==> src/inc/pcl_pkg.sv <==
// Purpose: Shared constants, types and helpers of the pulse-count LED configuration port.
// Assumes: 125 MHz core clock; times are converted to clock cycles here.
// Notes: Cycle counts above 4096 are only defaults; the top module makes them parameters.
package pcl_pkg;

	// Clock and protocol times in their own units.
	localparam int CLK_PERIOD_NS = 8;
	localparam int PULSE_MIN_NS = 200;
	localparam int PULSE_MAX_US = 100;
	localparam int ADDR_DATA_GAP_US = 500;
	localparam real NEXT_ADDR_GAP_MS = 1.5;
	localparam int REPROGRAM_RECOVERY_MS = 2;
	localparam real SHUTDOWN_LOW_MS = 1.5;
	localparam int INIT_DELAY_US = 10;
	localparam int PUMP_STEP_DELAY_US = 800;

	// Cycle counts: least times round up, longest times round down.
	localparam int PULSE_MIN_CYC = (PULSE_MIN_NS + CLK_PERIOD_NS - 1) / CLK_PERIOD_NS;
	localparam int PULSE_MAX_CYC = (PULSE_MAX_US * 1000) / CLK_PERIOD_NS;
	localparam int ADDR_DATA_GAP_CYC = (ADDR_DATA_GAP_US * 1000 + CLK_PERIOD_NS - 1) / CLK_PERIOD_NS;
	localparam int NEXT_ADDR_GAP_CYC = int'($ceil(NEXT_ADDR_GAP_MS * 1.0e6 / CLK_PERIOD_NS));
	localparam int RECOVERY_CYC = (REPROGRAM_RECOVERY_MS * 1000000 + CLK_PERIOD_NS - 1) / CLK_PERIOD_NS;
	localparam int SHUTDOWN_LOW_CYC = int'($ceil(SHUTDOWN_LOW_MS * 1.0e6 / CLK_PERIOD_NS));
	localparam int INIT_DELAY_CYC = (INIT_DELAY_US * 1000 + CLK_PERIOD_NS - 1) / CLK_PERIOD_NS;
	localparam int PUMP_STEP_CYC = (PUMP_STEP_DELAY_US * 1000) / CLK_PERIOD_NS;

	// Counter widths.
	localparam int TIMER_W = 18;
	localparam int FILTER_W = 5;
	localparam int STEP_W = 17;

	// Register indices, selected by the number of address pulses.
	localparam logic [2:0] IDX_RANGE_AND_BANK_ENABLE = 3'h1;
	localparam logic [2:0] IDX_COMMON_CHANNEL_CURRENT = 3'h2;
	localparam logic [2:0] IDX_BANK_C_CURRENT = 3'h3;
	localparam logic [2:0] IDX_BANK_B_CURRENT = 3'h4;
	localparam logic [2:0] IDX_BANK_A_CURRENT = 3'h5;
	localparam logic [2:0] IDX_PUMP_LOCKOUT_RETRIGGER = 3'h6;
	localparam logic [2:0] IDX_OVERFLOW = 3'h7;

	// Field positions and reset value.
	localparam int BIT_BANK_A_ENABLE = 0;
	localparam int BIT_BANK_B_ENABLE = 1;
	localparam int BIT_BANK_C_ENABLE = 2;
	localparam int BIT_CURRENT_RANGE_SELECT = 3;
	localparam int BIT_RETURN_LOCKOUT = 0;
	localparam logic [3:0] REG_RESET = 4'h0;

	typedef enum logic [2:0] {
		ST_INIT = 3'b000,
		ST_OFF = 3'b001,
		ST_WAKE = 3'b010,
		ST_ADDR = 3'b011,
		ST_GAP = 3'b100,
		ST_DATA = 3'b101,
		ST_DONE = 3'b110,
		ST_RECOVER = 3'b111
	} pcl_state_e;

	typedef enum logic [1:0] {
		PUMP_1X = 2'b00,
		PUMP_1X33 = 2'b01,
		PUMP_1X5 = 2'b10,
		PUMP_2X = 2'b11
	} pcl_pump_mode_e;

	typedef struct packed {
		logic current_range_select;
		logic bank_a_enable;
		logic bank_b_enable;
		logic bank_c_enable;
		logic [3:0] common_channel_current;
		logic [3:0] bank_c_current;
		logic [3:0] bank_b_current;
		logic [3:0] bank_a_current;
		logic return_lockout;
	} pcl_cfg_s;

	// True once a duration counter has reached its limit.
	function automatic logic elapsed(input logic [TIMER_W-1:0] t, input logic [TIMER_W-1:0] lim);
		return t >= lim;
	endfunction : elapsed

endpackage : pcl_pkg

==> src/logic/pcl_pump_ctrl.sv <==
// Purpose: Charge-pump mode controller steered by the lockout bit and retrigger pulse.
// Assumes: Headroom inputs are synchronous levels from the channel monitors.
// Notes: Steps up one ratio after a fixed delay of low headroom; 2x wraps to 1x.
module pcl_pump_ctrl
	import pcl_pkg::*;
#(
	parameter int T_STEP = PUMP_STEP_CYC
)(
	// Clock and reset
	input wire logic clk,
	input wire logic rst,
	// Control
	input wire logic enable,
	input wire logic return_lockout,
	input wire logic retrigger,
	// Headroom status
	input wire logic headroom_low,
	input wire logic headroom_ok_1x,
	// Mode
	output pcl_pump_mode_e pump_mode
);

	localparam logic [STEP_W-1:0] STEP_LIM = STEP_W'(T_STEP - 1);

	pcl_pump_mode_e mode_q;
	logic [STEP_W-1:0] step_cnt_q;

	assign pump_mode = mode_q;

	// Counts how long headroom has stayed low.
	always_ff @(posedge clk or posedge rst)
	begin
		if (rst)
			step_cnt_q <= '0;
		else if (!enable || retrigger || !headroom_low || step_cnt_q == STEP_LIM)
			step_cnt_q <= '0;
		else
			step_cnt_q <= step_cnt_q + 1'b1;
	end

	// Selects the multiplication ratio.
	always_ff @(posedge clk or posedge rst)
	begin
		if (rst)
			mode_q <= PUMP_1X;
		else if (!enable || retrigger)
			mode_q <= PUMP_1X;
		else if (headroom_low && step_cnt_q == STEP_LIM)
		begin
			unique case (mode_q)
				PUMP_1X: mode_q <= PUMP_1X33;
				PUMP_1X33: mode_q <= PUMP_1X5;
				PUMP_1X5: mode_q <= PUMP_2X;
				PUMP_2X: mode_q <= PUMP_1X;
			endcase
		end
		else if (headroom_ok_1x && !return_lockout && mode_q != PUMP_1X)
			mode_q <= PUMP_1X;
	end

endmodule : pcl_pump_ctrl

==> src/logic/pcl_port.sv <==
// Purpose: Pulse-count programming port and register file of a six-channel LED driver.
// Assumes: The programming line is synchronous to clk; rst stands for power-up.
// Notes: Each data pulse decrements registers one to five, so N pulses leave 0 minus N; register six toggles.
//
// What this block does
// - Six registers: five of four bits and one of a single bit.
// - Address phase counts falling edges; N pulses select register N, up to six.
// - Pulses shorter than 200 ns are filtered out and ignored.
// - After that gap the next falling edge is the first data pulse.
// - Selecting a register clears it at once, before any data.
// - A selected register without data takes the next sequence as data only.
// - On wake the port seeks an address; no edge in 100 us means recovery.
// - Logic needs 10 us after power-up; host keeps the line low meanwhile.
// - Range bit one means full range; zero divides every current by eight.
// - Banks A, B and C are switched on by their own enable bits.
// - Register two sets all channels; three, four, five set banks C, B, A.
// - One data pulse sets the lockout bit; two pulses clear it.
// - With lockout set the pump returns to 1x only by retrigger, the 2x wrap or device disable, and may step up.
// - Writing register six retriggers the pump back to 1x.
// - Line low for 1.5 ms powers the device down and stops all sources.
// - Power-down by a long low level clears all six registers.
// - Undervoltage shuts down, clears registers and locks until restart.
module pcl_port
	import pcl_pkg::*;
#(
	parameter int T_PULSE_MAX = PULSE_MAX_CYC,
	parameter int T_ADDR_DATA_GAP = ADDR_DATA_GAP_CYC,
	parameter int T_NEXT_ADDR_GAP = NEXT_ADDR_GAP_CYC,
	parameter int T_RECOVERY = RECOVERY_CYC,
	parameter int T_SHUTDOWN_LOW = SHUTDOWN_LOW_CYC,
	parameter int T_PUMP_STEP = PUMP_STEP_CYC
)(
	// Clock and reset
	input wire logic clk,
	input wire logic rst,
	// Programming line
	input wire logic prog_line,
	// Analog status
	input wire logic supply_undervoltage,
	input wire logic headroom_low,
	input wire logic headroom_ok_1x,
	// Configuration and drive
	output pcl_cfg_s cfg,
	output logic [2:0] bank_on,
	output logic device_enabled,
	output pcl_pump_mode_e pump_mode
);

	localparam logic [FILTER_W-1:0] FLT_LIM = FILTER_W'(PULSE_MIN_CYC - 1);
	localparam logic [TIMER_W-1:0] LIM_INIT = TIMER_W'(INIT_DELAY_CYC);
	localparam logic [TIMER_W-1:0] LIM_PULSE = TIMER_W'(T_PULSE_MAX);
	localparam logic [TIMER_W-1:0] LIM_GAP = TIMER_W'(T_ADDR_DATA_GAP);
	localparam logic [TIMER_W-1:0] LIM_NEXT = TIMER_W'(T_NEXT_ADDR_GAP);
	localparam logic [TIMER_W-1:0] LIM_RECOV = TIMER_W'(T_RECOVERY);
	localparam logic [TIMER_W-1:0] LIM_OFF = TIMER_W'(T_SHUTDOWN_LOW);

	pcl_state_e state_q, state_d;
	logic line_q;
	logic line_p_q;
	logic [FILTER_W-1:0] flt_cnt_q;
	logic [TIMER_W-1:0] timer_q;
	logic [2:0] addr_cnt_q;
	logic [2:0] sel_idx_q;
	logic [3:0] regs_q [1:6];
	logic uvlo_lock_q;
	logic retrig_q;
	logic enabled_q;
	logic [2:0] bank_on_q;
	logic fall;
	logic rise;
	logic addr_start;
	logic addr_inc;
	logic sel_fire;
	logic data_fire;
	logic clear_all;

	// Next value of a register after one data pulse.
	function automatic logic [3:0] pulse_dec(input logic [3:0] v, input logic [2:0] idx);
		if (idx == IDX_PUMP_LOCKOUT_RETRIGGER)
			return {3'h0, ~v[BIT_RETURN_LOCKOUT]};
		else
			return v - 4'h1;
	endfunction : pulse_dec

	assign fall = line_p_q & ~line_q;
	assign rise = ~line_p_q & line_q;

	// Glitch filter: the level must differ for the minimum pulse time to be taken.
	always_ff @(posedge clk or posedge rst)
	begin
		if (rst)
		begin
			line_q <= 1'b0;
			flt_cnt_q <= '0;
		end
		else if (prog_line == line_q)
			flt_cnt_q <= '0;
		else if (flt_cnt_q == FLT_LIM)
		begin
			line_q <= prog_line;
			flt_cnt_q <= '0;
		end
		else
			flt_cnt_q <= flt_cnt_q + 1'b1;
	end

	// Delayed filtered level for edge detection.
	always_ff @(posedge clk or posedge rst)
	begin
		if (rst)
			line_p_q <= 1'b0;
		else
			line_p_q <= line_q;
	end

	// Duration of the current filtered level, saturating.
	always_ff @(posedge clk or posedge rst)
	begin
		if (rst)
			timer_q <= '0;
		else if (fall || rise)
			timer_q <= '0;
		else if (timer_q != '1)
			timer_q <= timer_q + 1'b1;
	end

	// Sequencer of the programming protocol.
	always_comb
	begin
		state_d = state_q;
		addr_start = 1'b0;
		addr_inc = 1'b0;
		sel_fire = 1'b0;
		data_fire = 1'b0;
		clear_all = 1'b0;
		unique case (state_q)
			ST_INIT:
			begin
				if (!line_q && elapsed(timer_q, LIM_INIT))
					state_d = ST_OFF;
			end
			ST_OFF:
			begin
				if (line_q && !uvlo_lock_q)
					state_d = ST_WAKE;
			end
			ST_WAKE:
			begin
				if (fall)
				begin
					addr_start = 1'b1;
					state_d = ST_ADDR;
				end
				else if (elapsed(timer_q, LIM_PULSE))
					state_d = ST_RECOVER;
			end
			ST_ADDR:
			begin
				if (fall)
					addr_inc = 1'b1;
				else if (line_q && elapsed(timer_q, LIM_PULSE))
				begin
					if (addr_cnt_q != IDX_OVERFLOW)
					begin
						sel_fire = 1'b1;
						state_d = ST_GAP;
					end
					else
						state_d = ST_RECOVER;
				end
				else if (!line_q && elapsed(timer_q, LIM_PULSE))
					state_d = ST_RECOVER;
			end
			ST_GAP:
			begin
				if (fall)
				begin
					if (elapsed(timer_q, LIM_GAP))
					begin
						data_fire = 1'b1;
						state_d = ST_DATA;
					end
					else
						state_d = ST_RECOVER;
				end
			end
			ST_DATA:
			begin
				if (fall)
					data_fire = 1'b1;
				else if (line_q && elapsed(timer_q, LIM_PULSE))
					state_d = ST_DONE;
				else if (!line_q && elapsed(timer_q, LIM_PULSE))
					state_d = ST_RECOVER;
			end
			ST_DONE:
			begin
				if (fall)
				begin
					if (elapsed(timer_q, LIM_NEXT))
					begin
						addr_start = 1'b1;
						state_d = ST_ADDR;
					end
					else
						state_d = ST_RECOVER;
				end
			end
			ST_RECOVER:
			begin
				if (line_q && elapsed(timer_q, LIM_RECOV))
					state_d = ST_DONE;
			end
		endcase
		if (state_q != ST_INIT && state_q != ST_OFF && !line_q && timer_q == LIM_OFF)
		begin
			clear_all = 1'b1;
			state_d = ST_OFF;
		end
		if (supply_undervoltage || uvlo_lock_q)
		begin
			clear_all = 1'b1;
			state_d = (state_q == ST_INIT) ? ST_INIT : ST_OFF;
			addr_start = 1'b0;
			addr_inc = 1'b0;
			sel_fire = 1'b0;
			data_fire = 1'b0;
		end
	end

	always_ff @(posedge clk or posedge rst)
	begin
		if (rst)
			state_q <= ST_INIT;
		else
			state_q <= state_d;
	end

	// Address pulse counter, saturating past the last register.
	always_ff @(posedge clk or posedge rst)
	begin
		if (rst)
			addr_cnt_q <= 3'h0;
		else if (addr_start)
			addr_cnt_q <= IDX_RANGE_AND_BANK_ENABLE;
		else if (addr_inc && addr_cnt_q != IDX_OVERFLOW)
			addr_cnt_q <= addr_cnt_q + 3'h1;
	end

	// Register chosen by the last complete address.
	always_ff @(posedge clk or posedge rst)
	begin
		if (rst)
			sel_idx_q <= IDX_RANGE_AND_BANK_ENABLE;
		else if (sel_fire)
			sel_idx_q <= addr_cnt_q;
	end

	// Register file.
	always_ff @(posedge clk or posedge rst)
	begin
		if (rst)
		begin
			for (int i = 1; i <= 6; i++)
				regs_q[i] <= REG_RESET;
		end
		else if (clear_all)
		begin
			for (int i = 1; i <= 6; i++)
				regs_q[i] <= REG_RESET;
		end
		else if (sel_fire)
			regs_q[addr_cnt_q] <= REG_RESET;
		else if (data_fire)
			regs_q[sel_idx_q] <= pulse_dec(regs_q[sel_idx_q], sel_idx_q);
	end

	// Undervoltage lockout, released only by a restart.
	always_ff @(posedge clk or posedge rst)
	begin
		if (rst)
			uvlo_lock_q <= 1'b0;
		else if (supply_undervoltage)
			uvlo_lock_q <= 1'b1;
	end

	// Retrigger pulse on every data pulse into the lockout register.
	always_ff @(posedge clk or posedge rst)
	begin
		if (rst)
			retrig_q <= 1'b0;
		else
			retrig_q <= data_fire && sel_idx_q == IDX_PUMP_LOCKOUT_RETRIGGER;
	end

	// Device enable and bank drive.
	always_ff @(posedge clk or posedge rst)
	begin
		if (rst)
		begin
			enabled_q <= 1'b0;
			bank_on_q <= 3'h0;
		end
		else
		begin
			enabled_q <= state_d != ST_INIT && state_d != ST_OFF;
			bank_on_q[0] <= state_d != ST_OFF && state_d != ST_INIT
				&& regs_q[IDX_RANGE_AND_BANK_ENABLE][BIT_BANK_A_ENABLE];
			bank_on_q[1] <= state_d != ST_OFF && state_d != ST_INIT
				&& regs_q[IDX_RANGE_AND_BANK_ENABLE][BIT_BANK_B_ENABLE];
			bank_on_q[2] <= state_d != ST_OFF && state_d != ST_INIT
				&& regs_q[IDX_RANGE_AND_BANK_ENABLE][BIT_BANK_C_ENABLE];
		end
	end

	// Register contents seen by the current regulators.
	assign cfg.current_range_select = regs_q[IDX_RANGE_AND_BANK_ENABLE][BIT_CURRENT_RANGE_SELECT];
	assign cfg.bank_a_enable = regs_q[IDX_RANGE_AND_BANK_ENABLE][BIT_BANK_A_ENABLE];
	assign cfg.bank_b_enable = regs_q[IDX_RANGE_AND_BANK_ENABLE][BIT_BANK_B_ENABLE];
	assign cfg.bank_c_enable = regs_q[IDX_RANGE_AND_BANK_ENABLE][BIT_BANK_C_ENABLE];
	assign cfg.common_channel_current = regs_q[IDX_COMMON_CHANNEL_CURRENT];
	assign cfg.bank_c_current = regs_q[IDX_BANK_C_CURRENT];
	assign cfg.bank_b_current = regs_q[IDX_BANK_B_CURRENT];
	assign cfg.bank_a_current = regs_q[IDX_BANK_A_CURRENT];
	assign cfg.return_lockout = regs_q[IDX_PUMP_LOCKOUT_RETRIGGER][BIT_RETURN_LOCKOUT];
	assign bank_on = bank_on_q;
	assign device_enabled = enabled_q;

	// Charge-pump mode controller.
	pcl_pump_ctrl #(
		.T_STEP(T_PUMP_STEP)
	) u_pump (
		.clk(clk),
		.rst(rst),
		.enable(enabled_q),
		.return_lockout(cfg.return_lockout),
		.retrigger(retrig_q),
		.headroom_low(headroom_low),
		.headroom_ok_1x(headroom_ok_1x),
		.pump_mode(pump_mode)
	);

endmodule : pcl_port

==> config.mk <==
export PLATFORM = sky130hd
export DESIGN_NAME = pcl_port
export DESIGN_NICKNAME = d
export VERILOG_FILES = /design/src/inc/pcl_pkg.sv /design/src/logic/pcl_pump_ctrl.sv /design/src/logic/pcl_port.sv
export SDC_FILE = /design/constraint.sdc
export NUM_CORES = 1
export LEC_CHECK = 0
export BUFFER_PORTS_ARGS = -buffer_cell sky130_fd_sc_hd__buf_2
export CORE_ASPECT_RATIO = 0.6
export CORE_MARGIN = 10
export CORE_UTILIZATION = 50
export DETAILED_ROUTE_END_ITERATION = 16
export GPL_ROUTABILITY_DRIVEN = 1
export PLACE_DENSITY_LB_ADDON = 0.08
export SLEW_MARGIN = 20
export SYNTH_ARGS = -nofsm -noshare
export SYNTH_HDL_FRONTEND = slang
export SYNTH_SLANG_ARGS = --single-unit
export TNS_END_PERCENT = 50
==> constraint.sdc <==
create_clock -name clk -period 2.6 [get_ports clk]
set_clock_uncertainty 0.2 [all_clocks]
set_input_delay 0.52 -clock clk [delete_from_list [all_inputs] [get_ports clk]]
set_output_delay 0.52 -clock clk [all_outputs]
set_load 0.02 [all_outputs]
======== Word level (Yosys, flattened, before mapping) ========
Index checks and enable logic that the tools add are counted.
Widths: inputs -> output; s select.
word-level totals
  register bits ........................... 83
  input port bits ......................... 6
operators by class
  add/subtract/negate cells ............... 5
  $lt $le $gt $ge ......................... 9
  equality and inequality tests ........... 19
  muxes and demuxes ....................... 63
  bitwise operators ....................... 10
  reduce and logical (&&, ||, !) cells .... 39
operators by type and width
  cell                   count
  $mux 24                3
  $mux 3                 17
  $ge 18x18->1 const B   2
  $mux 18                2
  $mux 4                 8
  $and 24x24->24         1
  $bwmux 24              1
  $demux 4 s3            2
  $not 24->24            1
  $pmux 3 s8             1
  $logic_and 1x1->1      19
  $add 18x1->18 const B  1
  $eq 18x18->1 const B   1
  $ge 18x11->1 const B   1
  $ge 18x14->1 const B   1
  $ge 18x16->1 const B   1
  $ne 18x18->1 const B   1
  $add 17x1->17 const B  1
  $eq 17x17->1 const B   1
  $mux 1                 17
  $mux 17                1
  $eq 3x3->1 const B     5
  $bmux 4 s3             1
  $reduce_bool 3->1      4
  26 further kinds       52

======== Longest topological paths before layout ========
  depth after elaboration ................. 13
  depth in mapped cells ................... 10

======== Cells and area by module ========
From an unflattened synthesis, not the netlist that was laid out.
second synthesis, totals
  cells, all modules ...................... 525
  area, all modules ....................... 4,901.0 µm²
modules (own cells, without submodules)
  module         times used  cells each  area an instance (µm²)  seq. area each (µm²)
  pcl_port       1           417         3,882.5                 1,602.8
  pcl_pump_ctrl  1           108         1,018.5                 475.5

======== Least setup slack after synthesis ========
No wires, ideal clock.
  path type ............................... register -> register
  from .................................... register line_q
  to ...................................... register bank_on_q[0] (netlist: bank_on[0])
  setup time .............................. 130 ps
  arrival ................................. 2,152 ps
  path slack .............................. 119 ps
  stages on the path, launching flop included .. 11
  buffers on the path ..................... 2
  cell sequence ........................... dfrtp_1 > buf_4 > inv_1 > ha_1 > buf_2 > nor3b_1 > nand4b_1 > nor4_1 > a211oi_2 > nor4b_4 > nor2_1
on the way
  cells in the longest elaborated chain, start to end .. 11
  elaborated cells between the ends (all ways) .. 28
  those cells by class .................... eq/ne (1); mux (14); bitwise (2); reduce/logical (11)
RTL lines
  element                                                 RTL line                          text
  start, declared                                         pcl_port.sv:58                    logic line_q;
  start signal, assigned                                  pcl_port.sv:100                   line_q <= prog_line;
  $logic_not 1->1                                         n/a
  $logic_and 1x1->1                                       pcl_port.sv:171, pcl_port.sv:193
  $mux 3                                                  pcl_port.sv:171, pcl_port.sv:193
  $mux 3, on equally long branches                        pcl_port.sv:191, pcl_port.sv:161
  $mux 3, on equally long branches                        pcl_port.sv:189, pcl_port.sv:159
  $pmux 3 s8                                              pcl_port.sv:136                   unique case (state_q)
  $mux 3 *                                                pcl_port.sv:215                   if (state_q != ST_INIT && state_q != ST_OFF && !line_q && timer_q == LIM_OFF)
  $mux 3 *                                                pcl_port.sv:220                   if (supply_undervoltage || uvlo_lock_q)
  $ne 3x1->1 / $reduce_bool 3->1 (equally long branches)  pcl_port.sv:307                   bank_on_q[0] <= state_d != ST_OFF && state_d != ST_INIT
  $logic_and 1x1->1 *                                     pcl_port.sv:307
  $logic_and 1x1->1 *                                     pcl_port.sv:308                   && regs_q[IDX_RANGE_AND_BANK_ENABLE][BIT_BANK_A_ENABLE];
  end signal, assigned                                    pcl_port.sv:307
  end, declared                                           pcl_port.sv:68                    logic [2:0] bank_on_q;
Every way passes the cells marked *; elsewhere a longest branch is shown, timed or not.
A chain may end at the register's enable or synchronous reset.

======== Final worst setup path ========
  from .................................... register sel_idx_q[1]
  to ...................................... register regs_q (netlist bit cfg[8])
on the way
  cells in the longest elaborated chain, start to end .. 13
  elaborated cells between the ends (all ways) .. 19
  those cells by class .................... add/sub (1); order compare (2); eq/ne (1); mux (13); bitwise (1); reduce/logical (1)
RTL lines
  element                                     RTL line         text
  start, declared                             pcl_port.sv:63   logic [2:0] sel_idx_q;
  start signal, assigned                      pcl_port.sv:256  sel_idx_q <= addr_cnt_q;
  $not 3->4 (implied by the code)             pcl_port.sv:275  regs_q[sel_idx_q] <= pulse_dec(regs_q[sel_idx_q], sel_idx_q);
  $bmux 4 s3                                  pcl_port.sv:275
  $mux 4 (implied by the code) (2 in series)  pcl_port.sv:275
  $sub 4x1->4                                 pcl_port.sv:82   return v - 4'h1;
  $mux 4                                      pcl_port.sv:79   if (idx == IDX_PUMP_LOCKOUT_RETRIGGER)
  $mux 4                                      pcl_port.sv:274  else if (data_fire)
  $mux 4                                      pcl_port.sv:272  else if (sel_fire)
  $mux 4                                      pcl_port.sv:267  else if (clear_all)
  $bwmux 24 *                                 pcl_port.sv:275
  $mux 24 *                                   pcl_port.sv:274
  $mux 24 *                                   pcl_port.sv:272
  $mux 24 *                                   pcl_port.sv:267
  end signal, assigned by index               pcl_port.sv:275
  end, declared                               pcl_port.sv:64   logic [3:0] regs_q [1:6];
Every way passes the cells marked *; elsewhere a longest branch is shown, timed or not. The select of a mux whose other input is x is not followed.

==> flow_summary.toml <==
[die]
die_area_um2 = 14500
rows = 28
start_util_pct = 51.0
dieHeight_um = 97.5
dieWidth_um = 149
core-area_um2 = 9810
ios = 33

[critical_path]
crit_path_start_kind = "register"
critical_path_class = "register to register"
cp_num_buf_inv = 0
max_stage_delay_ns = 0.42
critPathSlowestCell = "dfrtp_1"
worstPathRequired_ns = 2.61
worstPathMaxFanout = 5
critPathTopFamily = "compound AO/OA/AOI/OAI gates"
worstPathCellList = "mux2_1 > a221o_1 > nand2_1 > and3_1 > xor2_1 > o21ai_1"
critPathCaptureType = "register"
crit_arrival_ns = 2.48
reg2reg_setup_slack_ns = 0.14

[route]
remaining_drc_errors = 0
drtIter0Drc = 371
wl_per_cell_um = 17.3
routed_wl_um = 11900
final_antenna_net_count = 0
vias_per_cell = 5.69
vias = 3923
firstDrtPassIters = 4

[timing]
finalCritPeriodShare_pct = 94.7
finalSetupViolCount = 0
hold_viol_final = 0
slew_headroom_pct = 54.4
setup_slack_ns = 0.137
fin_crit_ns = 2.46
hold-worst-slack_ns = 0.0677
finalMaxSlewViolations = 0
max_freq_ghz = 0.406
tns_ns = 0
max_slew.worst_pin.slew_ns = 0.683
rsz0062_at_grt = "false"

[clocking]
cts_sinks = 83
numCtsBuffers = 9
clkTransAtPathRegs_ns = 0.07
htreeDepth = 3
clk_path_buf_depth = 2
clk_latency_ns = 0.35
cts-root-buf = "clkbuf_16"
cts_tree = "built"

[synthesis]
synth_edf_count = 0
synth_cell_type_count = 71
synth_fp_nets = 550
ys_seq_area_share_pct = 41.6
synth_cells = 532
synth_seq_cells = 83
netlist_area_um2 = 5000
ys.warnings.count = 0
async_flop_share_pct = 100
synth_area_per_cell_um2 = 9.40
ys_dominant_reg_cell = "dfrtp_1"

[global_routing]
overflow = 0
grt_max_degree = 30
first_global_vias = 3536
grt_pass1_wl_um = 19400
antenna_found_initial = 0
grt.total_usage_pct = 16.5

[finish]
drive_above_1_share_pct = 17.9
nNetsFinal = 567
area_delta_synth_final_pct = 10.4
antennaDiodeCount = 0
postLayoutCellArea_um2 = 5520

[hold_path]
hold_path.class = "input port to async pin"

[placement]
pre_cts_ws_ns = 0.159
place_congestion = 0.882
dpl_cell_area_um2 = 5230
io_buffers = 32
hpwl_um = 9020

[status]
status = "complete, no violations"

[job]
maxCapViolCount = 0

[pwr]
leakage_uw = 0.00245
peakVddDrop_mv = 0.395
power_density_nw_per_um2 = 487
total_power_uw = 2690
[Yosys cell counts, types with 3 or more instances]
master,number,area (um2)
nor2b_1,8,50.1
a21oi_1,8,40.0
nand3b_1,8,60.1
nand4b_1,3,26.3
mux2i_1,11,110
nor4_1,10,62.6
o21ai_1,3,15.0
o211ai_1,6,45.0
o22ai_1,4,25.0
o21ai_0,18,90.1
nand2b_1,5,31.3
o21a_1,3,22.5
nand2_1,32,120
or3_1,4,25.0
inv_1,21,78.8
mux2_2,5,56.3
nor2_1,55,206
dfrtp_1,82,2050
nand4_1,10,62.6
ha_1,12,150
buf_2,12,60.1
a22oi_1,7,52.6
nor3_1,19,95.1
xor2_1,26,228
a22o_1,9,78.8
xnor2_1,9,78.8
a31oi_1,4,25.0
clkbuf_1,10,37.5
or2_2,4,25.0
nor3b_1,6,45.0
nand3_1,25,125
and2_1,18,113
buf_4,27,203
a21o_1,3,22.5
[cell usage in the layout, fill, tap and decap left out, types with 7 or more instances in the layout]
cell	count
a21oi_1	8
a22o_1	9
a22oi_1	7
and2_1	18
buf_2	32
buf_4	22
clkbuf_16	9
dfrtp_1	82
ha_1	12
inv_1	20
mux2i_1	11
nand2_1	32
nand3_1	25
nand3b_1	8
nand4_1	10
nor2_1	54
nor2b_1	8
nor3_1	19
nor4_1	9
o21ai_0	18
xnor2_1	9
xor2_1	26
[where the power goes]
part	switching (uW)	internal, uW
Clock	567	662
Sequential	19.1	1310
Combinational	77.7	50.9
[flip-flops by register name, indices dropped and copies added (netlist names)]
signal	flops
uvlo_lock_q	1
u_pump.step_cnt_q	17
regs_q	3
device_enabled	1
line_p_q	1
flt_cnt_q	5
state_q	3
retrig_q	1
cfg	21
sel_idx_q	3
bank_on	3
line_q	1
addr_cnt_q	3
timer_q	18
u_pump.pump_mode	2
[cell families after synthesis]
logic type	share of synthesized area [%]
simple gates	24.6
mux	3.55
compound gates	13.3
flops	41.6
fa+ha+maj	3.00
xor+xnor	6.13
buf+inv	7.81
[per-stage QoR]
stage / utilization [%] / instances
6_report: 56.3 / 689
5_1_grt: 56.3 / 689
4_1_cts: 56.2 / 689
3_5_place_dp: 53.3 / 673
3_3_place_gp: 53.3 / 673
2_1_floorplan: - / 532
[cell type report]
cell class                 count  area [um2]
fill                         914        4290
multi-input combinational    378        2540
sequential                    83        2080
timing repair buffer          56         365
clock buffer                   9         225
tap                          135         169
inverter                      21        82.6
clock inverter                 7        57.6
[worst register-to-register path, stage by stage (launching register included)]
cell and delay [ns]:
dfrtp_1 0.42, mux2_1 0.34, a221o_1 0.34, nand2_1 0.18, and3_1 0.28, xor2_1 0.41, o21ai_1 0.15
[per-layer routing]
metal,global-route usage [%],share of wire (%),vias to the layer above
met3,4.33,5.8,8
li1,-,-,1894
met2,21.1,40,97
met1,26.0,54,1924
met4,3.83,0.70,0
met5,0,0,-
[what timing repair did]
action,in CTS,in global routing
endpoints found under the setup margin,0,8
hold buffers,0,0
gates resized for setup,0,2
buffers inserted,0,0
[final timing paths]
| kind | startpoint | to | cells past startpoint |
|---|---|---|---|
| worst max-delay path | sel_idx_q[1]$_DFFE_PP0P_ | cfg[8]$_DFFE_PP0P_ | 6 |
| worst min-delay path | rst | flt_cnt_q[3]$_DFF_PP0_ | 2 |
| worst max register to register | sel_idx_q[1]$_DFFE_PP0P_ | cfg[8]$_DFFE_PP0P_ | 6 |
| worst min register to register | u_pump.step_cnt_q[0]$_DFF_PP0_ | u_pump.step_cnt_q[0]$_DFF_PP0_ | 1 |
| max in group asynchronous | rst | sel_idx_q[0]$_DFFE_PP1P_ | 3 |
| min in group clk | prog_line | line_q$_DFFE_PP0P_ | 2 |
Note: power is estimated with default switching activity, not from simulation.
